$ cat src/include/slave_port_pkg.sv
// constants for the slave host handshake port
// assumes a 100 MHz register clock and a 32-bit AXI4-Lite slave
package slave_port_pkg;
  localparam logic [7:0] OFF_INBOUND  = 8'h00;
  localparam logic [7:0] OFF_IN_DIR   = 8'h04;
  localparam logic [7:0] OFF_OUTBOUND = 8'h10;
  localparam logic [7:0] OFF_BUS_DIR  = 8'h14;
  localparam logic [7:0] OFF_HS_DATA  = 8'h18;
  localparam logic [7:0] OFF_HS_DIR   = 8'h1c;
  localparam logic [7:0] OFF_MODE     = 8'h2c;
  localparam logic [7:0] OFF_STATUS   = 8'h30;

  localparam logic [7:0] RST_BYTE     = 8'h00;
  localparam logic       RST_MODE     = 1'b0;
  localparam logic       RST_READY_N  = 1'b1;

  localparam int WR_TRIG_BIT = 0;
  localparam int RD_TRIG_BIT = 1;
  localparam int STB_BIT     = 2;
  localparam int DIR_BIT     = 3;
  localparam int MODE_BIT    = 0;

  localparam logic [1:0] RESP_OKAY   = 2'h0;
  localparam logic [1:0] RESP_SLVERR = 2'h2;

  localparam int CLK_NS     = 10;
  localparam int T_SO_NS    = 75;
  // longest time rounds down
  localparam int SO_MAX_CYC = T_SO_NS / CLK_NS;
endpackage : slave_port_pkg

$ cat src/logic/pin_sync.sv
// two-flop synchroniser for the strobe and direction pins
// assumes pins are steady for several clocks around each edge
`timescale 1ns/1ns
module pin_sync (
  input  wire logic       mclk_in,  // clock
  input  wire logic       rst_in,   // sync reset, high
  input  wire logic [1:0] pins_in,  // {direction, strobe}
  output logic      [1:0] pins_out  // synchronised copy
);
  logic [1:0] meta_q;
  logic [1:0] sync_q;

  // first stage feeds only the second
  always_ff @(posedge mclk_in) begin
    if (rst_in) begin
      meta_q <= 2'h3;
      sync_q <= 2'h3;
    end else begin
      meta_q <= pins_in;
      sync_q <= meta_q;
    end
  end

  assign pins_out = sync_q;
endmodule : pin_sync

$ cat src/logic/slave_host_port.sv
// slave host handshake port with AXI4-Lite register access
// assumes host keeps strobe high through init and drives
// strobe and direction per the handshake sequence
// Overview of operation
// - reset release leaves both ready outputs high
// - firmware clears data registers before transfers
// - firmware sets bus and ready pins outputs
// - inbound port and strobe, direction stay inputs
// - lowering a ready output announces readiness
// - starts slave mode; mode bit selects master
// - trigger bit 0 falling drops write ready
// - strobe rise captures byte, raises write ready
// - write done interrupt as write ready rises
// - firmware reads captured byte from inbound port
// - trigger bit 1 falling drops read ready
// - outbound byte driven while read strobe low
// - strobe rise raises read ready and interrupt
// - read ready high within 75 ns of strobe
// - port D bits map ready, strobe, direction, spare
// - inbound port mirrors host bus pins in master mode
// - mode bit access raises no interrupt
`timescale 1ns/1ns
module slave_host_port (
  input  wire logic        mclk_in,             // clock 100 MHz
  input  wire logic        rst_in,              // sync reset, high
  input  wire logic [7:0]  awaddr_in,           // write address
  input  wire logic        awvalid_in,          // write addr valid
  output logic             awready_out,         // write addr ready
  input  wire logic [31:0] wdata_in,            // write data
  input  wire logic [3:0]  wstrb_in,            // byte enables
  input  wire logic        wvalid_in,           // write data valid
  output logic             wready_out,          // write data ready
  output logic [1:0]       bresp_out,           // write response
  output logic             bvalid_out,          // response valid
  input  wire logic        bready_in,           // response ready
  input  wire logic [7:0]  araddr_in,           // read address
  input  wire logic        arvalid_in,          // read addr valid
  output logic             arready_out,         // read addr ready
  output logic [31:0]      rdata_out,           // read data
  output logic [1:0]       rresp_out,           // read response
  output logic             rvalid_out,          // read data valid
  input  wire logic        rready_in,           // read data ready
  input  wire logic [7:0]  host_bus_pins_in,    // bus pin level
  output logic [7:0]       host_bus_pins_out,   // bus drive value
  output logic [7:0]       host_bus_pins_oe,    // bus drive enable
  input  wire logic [7:0]  hs_pins_in,          // port D pin level
  output logic [7:0]       hs_pins_out,         // port D drive
  output logic [7:0]       hs_pins_oe,          // port D enable
  output logic             write_done_irq_out,  // host write done
  output logic             read_done_irq_out    // host read done
);
  logic [7:0]  aw_addr_q;
  logic        aw_full_q;
  logic [31:0] w_data_q;
  logic        w_strb_q;
  logic        w_full_q;
  logic        bvalid_q;
  logic [1:0]  bresp_q;
  logic        rvalid_q;
  logic [1:0]  rresp_q;
  logic [31:0] rdata_q;
  logic        do_write;
  logic        do_read;

  logic [7:0]  in_dir_q;
  logic [7:0]  outbound_q;
  logic [7:0]  bus_dir_q;
  logic [7:0]  hs_data_q;
  logic [7:0]  hs_dir_q;
  logic        master_mode_q;
  logic [7:0]  inbound_q;
  logic [1:0]  trig_prev_q;
  logic        wr_rdy_n_q;
  logic        rd_rdy_n_q;
  logic        wr_irq_q;
  logic        rd_irq_q;

  logic [1:0]  pins_sync;
  logic        stb_s;
  logic        rw_s;
  logic        stb_d_q;
  logic        stb_rise;
  logic        slave_mode;
  logic        wr_arm;
  logic        rd_arm;
  logic        wr_done;
  logic        rd_done;

  function automatic logic mapped(input logic [7:0] a);
    mapped = (a == slave_port_pkg::OFF_INBOUND)  ||
             (a == slave_port_pkg::OFF_IN_DIR)   ||
             (a == slave_port_pkg::OFF_OUTBOUND) ||
             (a == slave_port_pkg::OFF_BUS_DIR)  ||
             (a == slave_port_pkg::OFF_HS_DATA)  ||
             (a == slave_port_pkg::OFF_HS_DIR)   ||
             (a == slave_port_pkg::OFF_MODE)     ||
             (a == slave_port_pkg::OFF_STATUS);
  endfunction : mapped

  // axi write channels, taken in either order
  assign awready_out = !aw_full_q && !bvalid_q;
  assign wready_out  = !w_full_q && !bvalid_q;
  assign do_write    = aw_full_q && w_full_q && !bvalid_q;
  assign bvalid_out  = bvalid_q;
  assign bresp_out   = bresp_q;

  always_ff @(posedge mclk_in) begin
    if (rst_in) begin
      aw_full_q <= 1'b0;
      aw_addr_q <= 8'h00;
    end else if (awvalid_in && awready_out) begin
      aw_full_q <= 1'b1;
      aw_addr_q <= awaddr_in;
    end else if (do_write) begin
      aw_full_q <= 1'b0;
    end
  end

  always_ff @(posedge mclk_in) begin
    if (rst_in) begin
      w_full_q <= 1'b0;
      w_data_q <= 32'h0000_0000;
      w_strb_q <= 1'b0;
    end else if (wvalid_in && wready_out) begin
      w_full_q <= 1'b1;
      w_data_q <= wdata_in;
      w_strb_q <= wstrb_in[0];
    end else if (do_write) begin
      w_full_q <= 1'b0;
    end
  end

  always_ff @(posedge mclk_in) begin
    if (rst_in) begin
      bvalid_q <= 1'b0;
      bresp_q  <= slave_port_pkg::RESP_OKAY;
    end else if (do_write) begin
      bvalid_q <= 1'b1;
      bresp_q  <= mapped(aw_addr_q) ? slave_port_pkg::RESP_OKAY
                                    : slave_port_pkg::RESP_SLVERR;
    end else if (bready_in) begin
      bvalid_q <= 1'b0;
    end
  end

  // register writes; only the low byte lane carries data
  // data registers reset and clear to zero
  // firmware sets bus direction; slave mode forces the ready pin enables
  always_ff @(posedge mclk_in) begin
    if (rst_in) begin
      in_dir_q   <= slave_port_pkg::RST_BYTE;
      outbound_q <= slave_port_pkg::RST_BYTE;
      bus_dir_q  <= slave_port_pkg::RST_BYTE;
      hs_data_q  <= slave_port_pkg::RST_BYTE;
      hs_dir_q   <= slave_port_pkg::RST_BYTE;
    end else if (do_write && w_strb_q) begin
      unique case (aw_addr_q)
        slave_port_pkg::OFF_IN_DIR:   in_dir_q   <= w_data_q[7:0];
        slave_port_pkg::OFF_OUTBOUND: outbound_q <= w_data_q[7:0];
        slave_port_pkg::OFF_BUS_DIR:  bus_dir_q  <= w_data_q[7:0];
        slave_port_pkg::OFF_HS_DATA:  hs_data_q  <= w_data_q[7:0];
        slave_port_pkg::OFF_HS_DIR:   hs_dir_q   <= w_data_q[7:0];
        default: ;
      endcase
    end
  end

  // slave after reset, mode bit selects master
  always_ff @(posedge mclk_in) begin
    if (rst_in) begin
      master_mode_q <= slave_port_pkg::RST_MODE;
    end else if (do_write && w_strb_q &&
                 aw_addr_q == slave_port_pkg::OFF_MODE) begin
      master_mode_q <= w_data_q[slave_port_pkg::MODE_BIT];
    end
  end

  assign slave_mode = !master_mode_q;

  // axi read; data registered, one read in flight
  assign arready_out = !rvalid_q;
  assign do_read     = arvalid_in && arready_out;
  assign rvalid_out  = rvalid_q;
  assign rdata_out   = rdata_q;
  assign rresp_out   = rresp_q;

  always_ff @(posedge mclk_in) begin
    if (rst_in) begin
      rvalid_q <= 1'b0;
      rresp_q  <= slave_port_pkg::RESP_OKAY;
      rdata_q  <= 32'h0000_0000;
    end else if (do_read) begin
      rvalid_q <= 1'b1;
      rresp_q  <= mapped(araddr_in) ? slave_port_pkg::RESP_OKAY
                                    : slave_port_pkg::RESP_SLVERR;
      rdata_q  <= 32'h0000_0000;
      unique case (araddr_in)
        // captured byte; live bus in master
        slave_port_pkg::OFF_INBOUND:
          rdata_q[7:0] <= slave_mode ? inbound_q : host_bus_pins_in;
        slave_port_pkg::OFF_IN_DIR:   rdata_q[7:0] <= in_dir_q;
        slave_port_pkg::OFF_OUTBOUND: rdata_q[7:0] <= outbound_q;
        slave_port_pkg::OFF_BUS_DIR:  rdata_q[7:0] <= bus_dir_q;
        slave_port_pkg::OFF_HS_DATA:  rdata_q[7:0] <= hs_data_q;
        slave_port_pkg::OFF_HS_DIR:   rdata_q[7:0] <= hs_dir_q;
        slave_port_pkg::OFF_MODE:     rdata_q[0]   <= master_mode_q;
        slave_port_pkg::OFF_STATUS:
          rdata_q[2:0] <= {master_mode_q, rd_rdy_n_q, wr_rdy_n_q};
        default: ;
      endcase
    end else if (rready_in) begin
      rvalid_q <= 1'b0;
    end
  end

  // host pins pass two flops before any edge logic
  pin_sync u_pin_sync (
    .mclk_in  (mclk_in),
    .rst_in   (rst_in),
    .pins_in  ({hs_pins_in[slave_port_pkg::DIR_BIT],
                hs_pins_in[slave_port_pkg::STB_BIT]}),
    .pins_out (pins_sync)
  );

  assign stb_s = pins_sync[0];
  assign rw_s  = pins_sync[1];

  always_ff @(posedge mclk_in) begin
    if (rst_in) begin
      stb_d_q     <= 1'b1;
      trig_prev_q <= 2'h0;
    end else begin
      stb_d_q     <= stb_s;
      trig_prev_q <= {hs_data_q[slave_port_pkg::RD_TRIG_BIT],
                      hs_data_q[slave_port_pkg::WR_TRIG_BIT]};
    end
  end

  assign stb_rise = stb_s && !stb_d_q;
  // falling edge of the low-high-low trigger pulses
  assign wr_arm = slave_mode && trig_prev_q[0] &&
                  !hs_data_q[slave_port_pkg::WR_TRIG_BIT];
  assign rd_arm = slave_mode && trig_prev_q[1] &&
                  !hs_data_q[slave_port_pkg::RD_TRIG_BIT];
  // strobe edges only count while the matching ready is low
  assign wr_done = slave_mode && stb_rise && !rw_s && !wr_rdy_n_q;
  assign rd_done = slave_mode && stb_rise && rw_s && !rd_rdy_n_q;

  // ready high out of reset; low when armed
  // write ready falls on arm, rises on strobe
  always_ff @(posedge mclk_in) begin
    if (rst_in || master_mode_q) begin
      wr_rdy_n_q <= slave_port_pkg::RST_READY_N;
    end else if (wr_arm) begin
      wr_rdy_n_q <= 1'b0;
    end else if (wr_done) begin
      wr_rdy_n_q <= 1'b1;
    end
  end

  // read ready falls on arm, rises on strobe
  // rise three clocks after the pin edge
  always_ff @(posedge mclk_in) begin
    if (rst_in || master_mode_q) begin
      rd_rdy_n_q <= slave_port_pkg::RST_READY_N;
    end else if (rd_arm) begin
      rd_rdy_n_q <= 1'b0;
    end else if (rd_done) begin
      rd_rdy_n_q <= 1'b1;
    end
  end

  // bus byte latched at strobe rise
  always_ff @(posedge mclk_in) begin
    if (rst_in) begin
      inbound_q <= slave_port_pkg::RST_BYTE;
    end else if (wr_done) begin
      inbound_q <= host_bus_pins_in;
    end
  end

  // mode register access never reaches these
  always_ff @(posedge mclk_in) begin
    if (rst_in) begin
      wr_irq_q <= 1'b0;
      rd_irq_q <= 1'b0;
    end else begin
      wr_irq_q <= wr_done;
      rd_irq_q <= rd_done;
    end
  end

  assign write_done_irq_out = wr_irq_q;
  assign read_done_irq_out  = rd_irq_q;

  // slave remaps port D low nibble
  always_comb begin
    hs_pins_out = hs_data_q;
    hs_pins_oe  = hs_dir_q;
    if (slave_mode) begin
      hs_pins_out[3:0] = {2'h0, rd_rdy_n_q, wr_rdy_n_q};
      hs_pins_oe[3:0]  = 4'h3;
    end
  end

  // in slave mode drive only while a read strobe is low, so the
  // host owns the bus for writes despite the 0xff direction
  assign host_bus_pins_out = outbound_q;
  assign host_bus_pins_oe  = slave_mode ?
                             (bus_dir_q & {8{rw_s && !stb_s}}) :
                             bus_dir_q;

  localparam int so_max_c = slave_port_pkg::SO_MAX_CYC;

  chk_reset_ready: assert property (@(posedge mclk_in)
    rst_in |=> wr_rdy_n_q && rd_rdy_n_q)
    else $error("ready outputs not high after reset");

  chk_mode_reset: assert property (@(posedge mclk_in)
    rst_in |=> !master_mode_q)
    else $error("device not in slave mode after reset");

  chk_write_arm: assert property (@(posedge mclk_in)
    disable iff (rst_in)
    wr_arm |=> !hs_pins_out[0] ##1 !hs_pins_out[0] || wr_done)
    else $error("write ready not low after trigger");

  chk_write_latch: assert property (@(posedge mclk_in)
    disable iff (rst_in)
    wr_done |=> inbound_q == $past(host_bus_pins_in) && wr_rdy_n_q)
    else $error("host byte not latched on strobe rise");

  chk_write_irq: assert property (@(posedge mclk_in)
    disable iff (rst_in)
    $rose(wr_rdy_n_q) && slave_mode |-> write_done_irq_out)
    else $error("no write interrupt as ready rises");

  chk_read_irq: assert property (@(posedge mclk_in)
    disable iff (rst_in)
    $rose(rd_rdy_n_q) && slave_mode |-> read_done_irq_out)
    else $error("no read interrupt as ready rises");

  chk_read_ready_time: assert property (@(posedge mclk_in)
    disable iff (rst_in)
    $rose(hs_pins_in[2]) && hs_pins_in[3] && !rd_rdy_n_q &&
    slave_mode && !rd_arm && !$past(rd_arm)
    |-> ##[1:so_max_c] hs_pins_out[1])
    else $error("read ready late after strobe rise");

  chk_bus_drive: assert property (@(posedge mclk_in)
    disable iff (rst_in)
    slave_mode && rw_s && !stb_s && bus_dir_q == 8'hff
    |-> host_bus_pins_oe == 8'hff &&
        host_bus_pins_out == outbound_q)
    else $error("outbound byte not driven during read");

  chk_pin_roles: assert property (@(posedge mclk_in)
    disable iff (rst_in)
    slave_mode |-> hs_pins_oe[3:0] == 4'h3 &&
                   hs_pins_out[1:0] == {rd_rdy_n_q, wr_rdy_n_q})
    else $error("port D roles wrong in slave mode");

  chk_mode_no_irq: assert property (@(posedge mclk_in)
    disable iff (rst_in)
    !stb_rise |=> !write_done_irq_out && !read_done_irq_out)
    else $error("interrupt without strobe edge");

  cov_write_xfer: cover property (@(posedge mclk_in)
    disable iff (rst_in) wr_done);
  cov_read_xfer: cover property (@(posedge mclk_in)
    disable iff (rst_in) rd_done);
  cov_master_mode: cover property (@(posedge mclk_in)
    disable iff (rst_in) $rose(master_mode_q));
endmodule : slave_host_port

$ cat config.mk
export PLATFORM = sky130hd
export DESIGN_NAME = slave_host_port
export DESIGN_NICKNAME = d
export VERILOG_FILES = /design/src/include/slave_port_pkg.sv /design/src/logic/pin_sync.sv /design/src/logic/slave_host_port.sv
export SDC_FILE = /design/constraint.sdc
export NUM_CORES = 1
export LEC_CHECK = 0
export ABC_AREA = 0
export BUFFER_PORTS_ARGS = -buffer_cell sky130_fd_sc_hd__buf_2
export CORE_MARGIN = 3
export CORE_UTILIZATION = 40
export CTS_BUF_LIST = sky130_fd_sc_hd__clkbuf_4 sky130_fd_sc_hd__clkbuf_8 sky130_fd_sc_hd__clkbuf_16
export DETAILED_ROUTE_END_ITERATION = 10
export PLACE_DENSITY = 0.71
export SLEW_MARGIN = 20
export SYNTH_ARGS = -nofsm -noshare
export SYNTH_HDL_FRONTEND = slang
export SYNTH_SLANG_ARGS = --single-unit
$ cat constraint.sdc
create_clock -name mclk_in -period 1.9 [get_ports mclk_in]
set_input_delay 0.285 -clock mclk_in [delete_from_list [all_inputs] [get_ports mclk_in]]
set_output_delay 0.285 -clock mclk_in [all_outputs]
set_load 0.01 [all_outputs]
==> summary.md <==
| Metric | Value |
|---|---|
| Status | finished clean |
| Sinks on Clock Net | 91 |
| Synth area leaders | dfxtp_1 42%, mux2i_1 9.7%, nand2_1 7.0% |
| Vias in the first global route | 3444 |
| Hold Crit Class | input pin to flip-flop |
| Top-area cell type share of the netlist area | a little over two fifths |
| Tmin final | ~1800 ps |
| Initial antenna violation count | 0 |
| Worst Setup End Kind | output pin |
| Post-detail-place hpwl | about 8000 microns |
| Sequential cell area fraction in the yosys report | 41.8% |
| Total chip power | 3710 uW |
| Drt total wl | about 11000 microns |
| Die X | ~110 microns |
| Clock Latency Late Sink | between 300 and 400 ps |
| Clock Tree Buf Depth | 2 |
| Htree depth | 3 |
| First-pass GRT wire length | approximately 17000 microns |
| Core Rows | 37 |
| CP Launch Type | flip-flop |
| Yosys reg bits | between 90 and 100 |
| Final ANT Viol Nets | 0 |
| Setup-failing EPs final | 0 |
| Synth area leader | dfxtp_1 |
| # Post-CTS Setup Buffers | 0 |
| Clock root cell | clkbuf_8 |
| Dpl cells | 714 |
| Layout Cells excl Fill | 730 |
| Fin nets | between 600 and 700 |
| GR Util All Layers | a little under a fifth |
| WHS | 110 ps |
| Mean Syn Cell Area | around 8.7 sq um |
| Residual DRC count | 0 |
| Crit path kind | flip-flop to output pin |
| Synth unique cells | 53 |
| Power per Cell Area | just over 700 nW/um^2 |
| P&R area growth vs syn | 18.0% |
| Clk_skew | approximately 12 ps |
| Reg clk slew, reported paths | 90 ps |
| LEAKAGE | about 0.0021 uW |
| Io pins | 150 |
| Largest net degree at the start of global routing | between 40 and 50 |
| Max-Cap Viols | 0 |
| Initial DRC Count | around 150 |
| Total CTS buffers | 9 |
| Slew HR | approximately 62% |
| Vias per inst | 5.02 |
| Placer Congestion | around 0.94 |
| Post-Syn Area | approximately 4400 sq um |
| Setup Total Neg Slack | 0 ps |
| Max VDD drop | around 0.00038 V |
| Layout cells sized above 1 | ~28% |
| Core area | roughly 10000 sq um |
| Worst-path fanout max | 11 |
| Gr ovfl total | 0 |
| Routed len/inst | 14.6 microns |
| Max-slew violations | 0 |
| DRT Pass-1 Iters | 4 |
| CTS Hold Bufs | 0 |
| Period utilisation layout | 97.2% |
| Req. time, crit path | about 1600 ps |
| IO buf count | 90 |
| Flop-to-flop setup slack | 130 ps |
| Arrival time worst endpoint | about 1600 ps |
| Die area | between 10000 and 15000 sq um |
| CTS tree | yes |
| Fmax | between 500 and 600 MHz |
| YS warnings | 0 |
| Worst Tran Pin Value | between 500 and 600 ps |
| Diodes inserted | 0 |
| Synthesized netlist cell count | 500 |
| Final Hold Violating Endpoints | 0 |
| Starting density of the core | between 40% and 50% |
| Via count | around 3700 |
| Die Span Y | around 110 microns |
==> worst max-delay path: stages, from the launching register on <==
cell and delay (ps):
dfxtp_2 510, buf_4 210, mux2_2 350, buf_2 140
==> synthesized netlist by cell type (all sizes together) <==
cell type,count
dfxtp,91
nand2,81
nor2,50
a21oi,45
mux2i,42
buf,40
clkbuf,23
nor2b,13
nor3,11
inv,9
mux2,8
a211oi,6
and2,6
nand2b,6
nand3b,6
o21ai,6
or2,6
a22oi,5
nor4,5
o22ai,5
a311oi,3
mux4,3
nand3,3
nand4,3
o31ai,3
and3,2
nor3b,2
nor4b,2
o32ai,2
or3,2
or4,2
a2111oi,1
a21boi,1
and2b,1
and3b,1
conb,1
o221ai,1
o311a,1
or4b,1
xnor2,1
==> layout by cell type, fill, tap and decap left out, drive strengths merged, types with 2 or more instances in the layout <==
cell,instances
nand3,3
or2,6
a22oi,5
o31ai,3
and2,6
a211oi,6
dfxtp,91
o32ai,2
a21oi,45
nand2,81
a311oi,3
nor2b,13
nor4b,2
nor4,5
nor3b,2
conb,26
nor3,11
buf,116
mux2i,42
inv,12
nand3b,6
nand2b,6
and3,2
o22ai,5
o21ai,6
nor2,50
or4,2
clkbuf,10
mux4,3
or3,2
nand4,3
mux2,8
==> cell type report <==
| class | count | area [sq um] |
|---|---|---|
| multi-input cells | 362 | 2220 |
| inverters | 9 | 33.8 |
| clock inverters | 6 | 71.3 |
| flip-flops and latches | 91 | 1820 |
| repair buffers | 116 | 683 |
| well taps | 136 | 170 |
| fillers | 1031 | 5330 |
| clock buffers | 10 | 138 |
==> path summary, 6_finish.rpt <==
kind | start | to | depth (start not counted)
setup / recovery | master_mode_q | hs_pins_out[0] | 3
setup reg to reg | aw_addr_q[0] | bus_dir_q[5] | 5
hold reg to reg | u_pin_sync.meta_q[0] | u_pin_sync.pins_out[0] | 1
hold / removal | hs_pins_in[3] | u_pin_sync.meta_q[1] | 2
==> sequential cells by signal, indices dropped and copies added, names as in the netlist, 2 cells and up <==
signal	count
u_pin_sync.pins_out	2
trig_prev_q	2
hs_dir_q	8
aw_addr_q	8
bus_dir_q	8
u_pin_sync.meta_q	2
w_data_q	8
host_bus_pins_out	8
in_dir_q	8
inbound_q	8
hs_data_q	8
rdata_out	8
==> metrics by stage <==
stage                     utilization (%)  worst slack (ps)  instance area, sq um
final                                49.1              53.2                  5140
after global routing                 49.1             -9.82                  5140
after CTS                            49.0              24.9                  5120
after detailed placement             47.0             -73.9                  4910
after global placement               47.0             -46.5                  4910
after floorplan                         -              25.8                  4450
==> what timing repair did <==
| item | in CTS | in global routing |
|---|---|---|
| pin swaps | 0 | 1 |
| endpoints found under the setup margin | 4 | 32 |
| resized for setup | 1 | 4 |
| gates cloned | 0 | 0 |
==> report_power, final <==
part	total (uW)	switching (uW)	internal, uW	leakage (uW)
combinational	340	206	134	0.00122
sequential	2000	51.8	1950	0.000739
clock	1370	705	660	0.000105
total	3710	963	2750	0.00206
==> cell families (layout without fill, tap and decap cells) <==
group | Yosys count | after routing | share of synthesized area (%)
mux | 53 | 53 | 13.3
flops | 91 | 91 | 41.8
buf+inv | 72 | 141 | 9.71
xor+xnor | 1 | 1 | 0.201
compound gates | 79 | 79 | 11.5
other cells | 1 | 26 | 0.0861
simple gates | 203 | 203 | 23.4
==> layer usage <==
layer	GRT usage, %	vias to the layer above	share of wire, %
li1	-	1828	-
met1	22.3	1706	44
met2	30.4	122	47
met3	6.17	10	8.7
met4	4.05	0	0.81
met5	0	-	0
(Power assumes the default switching activity.)
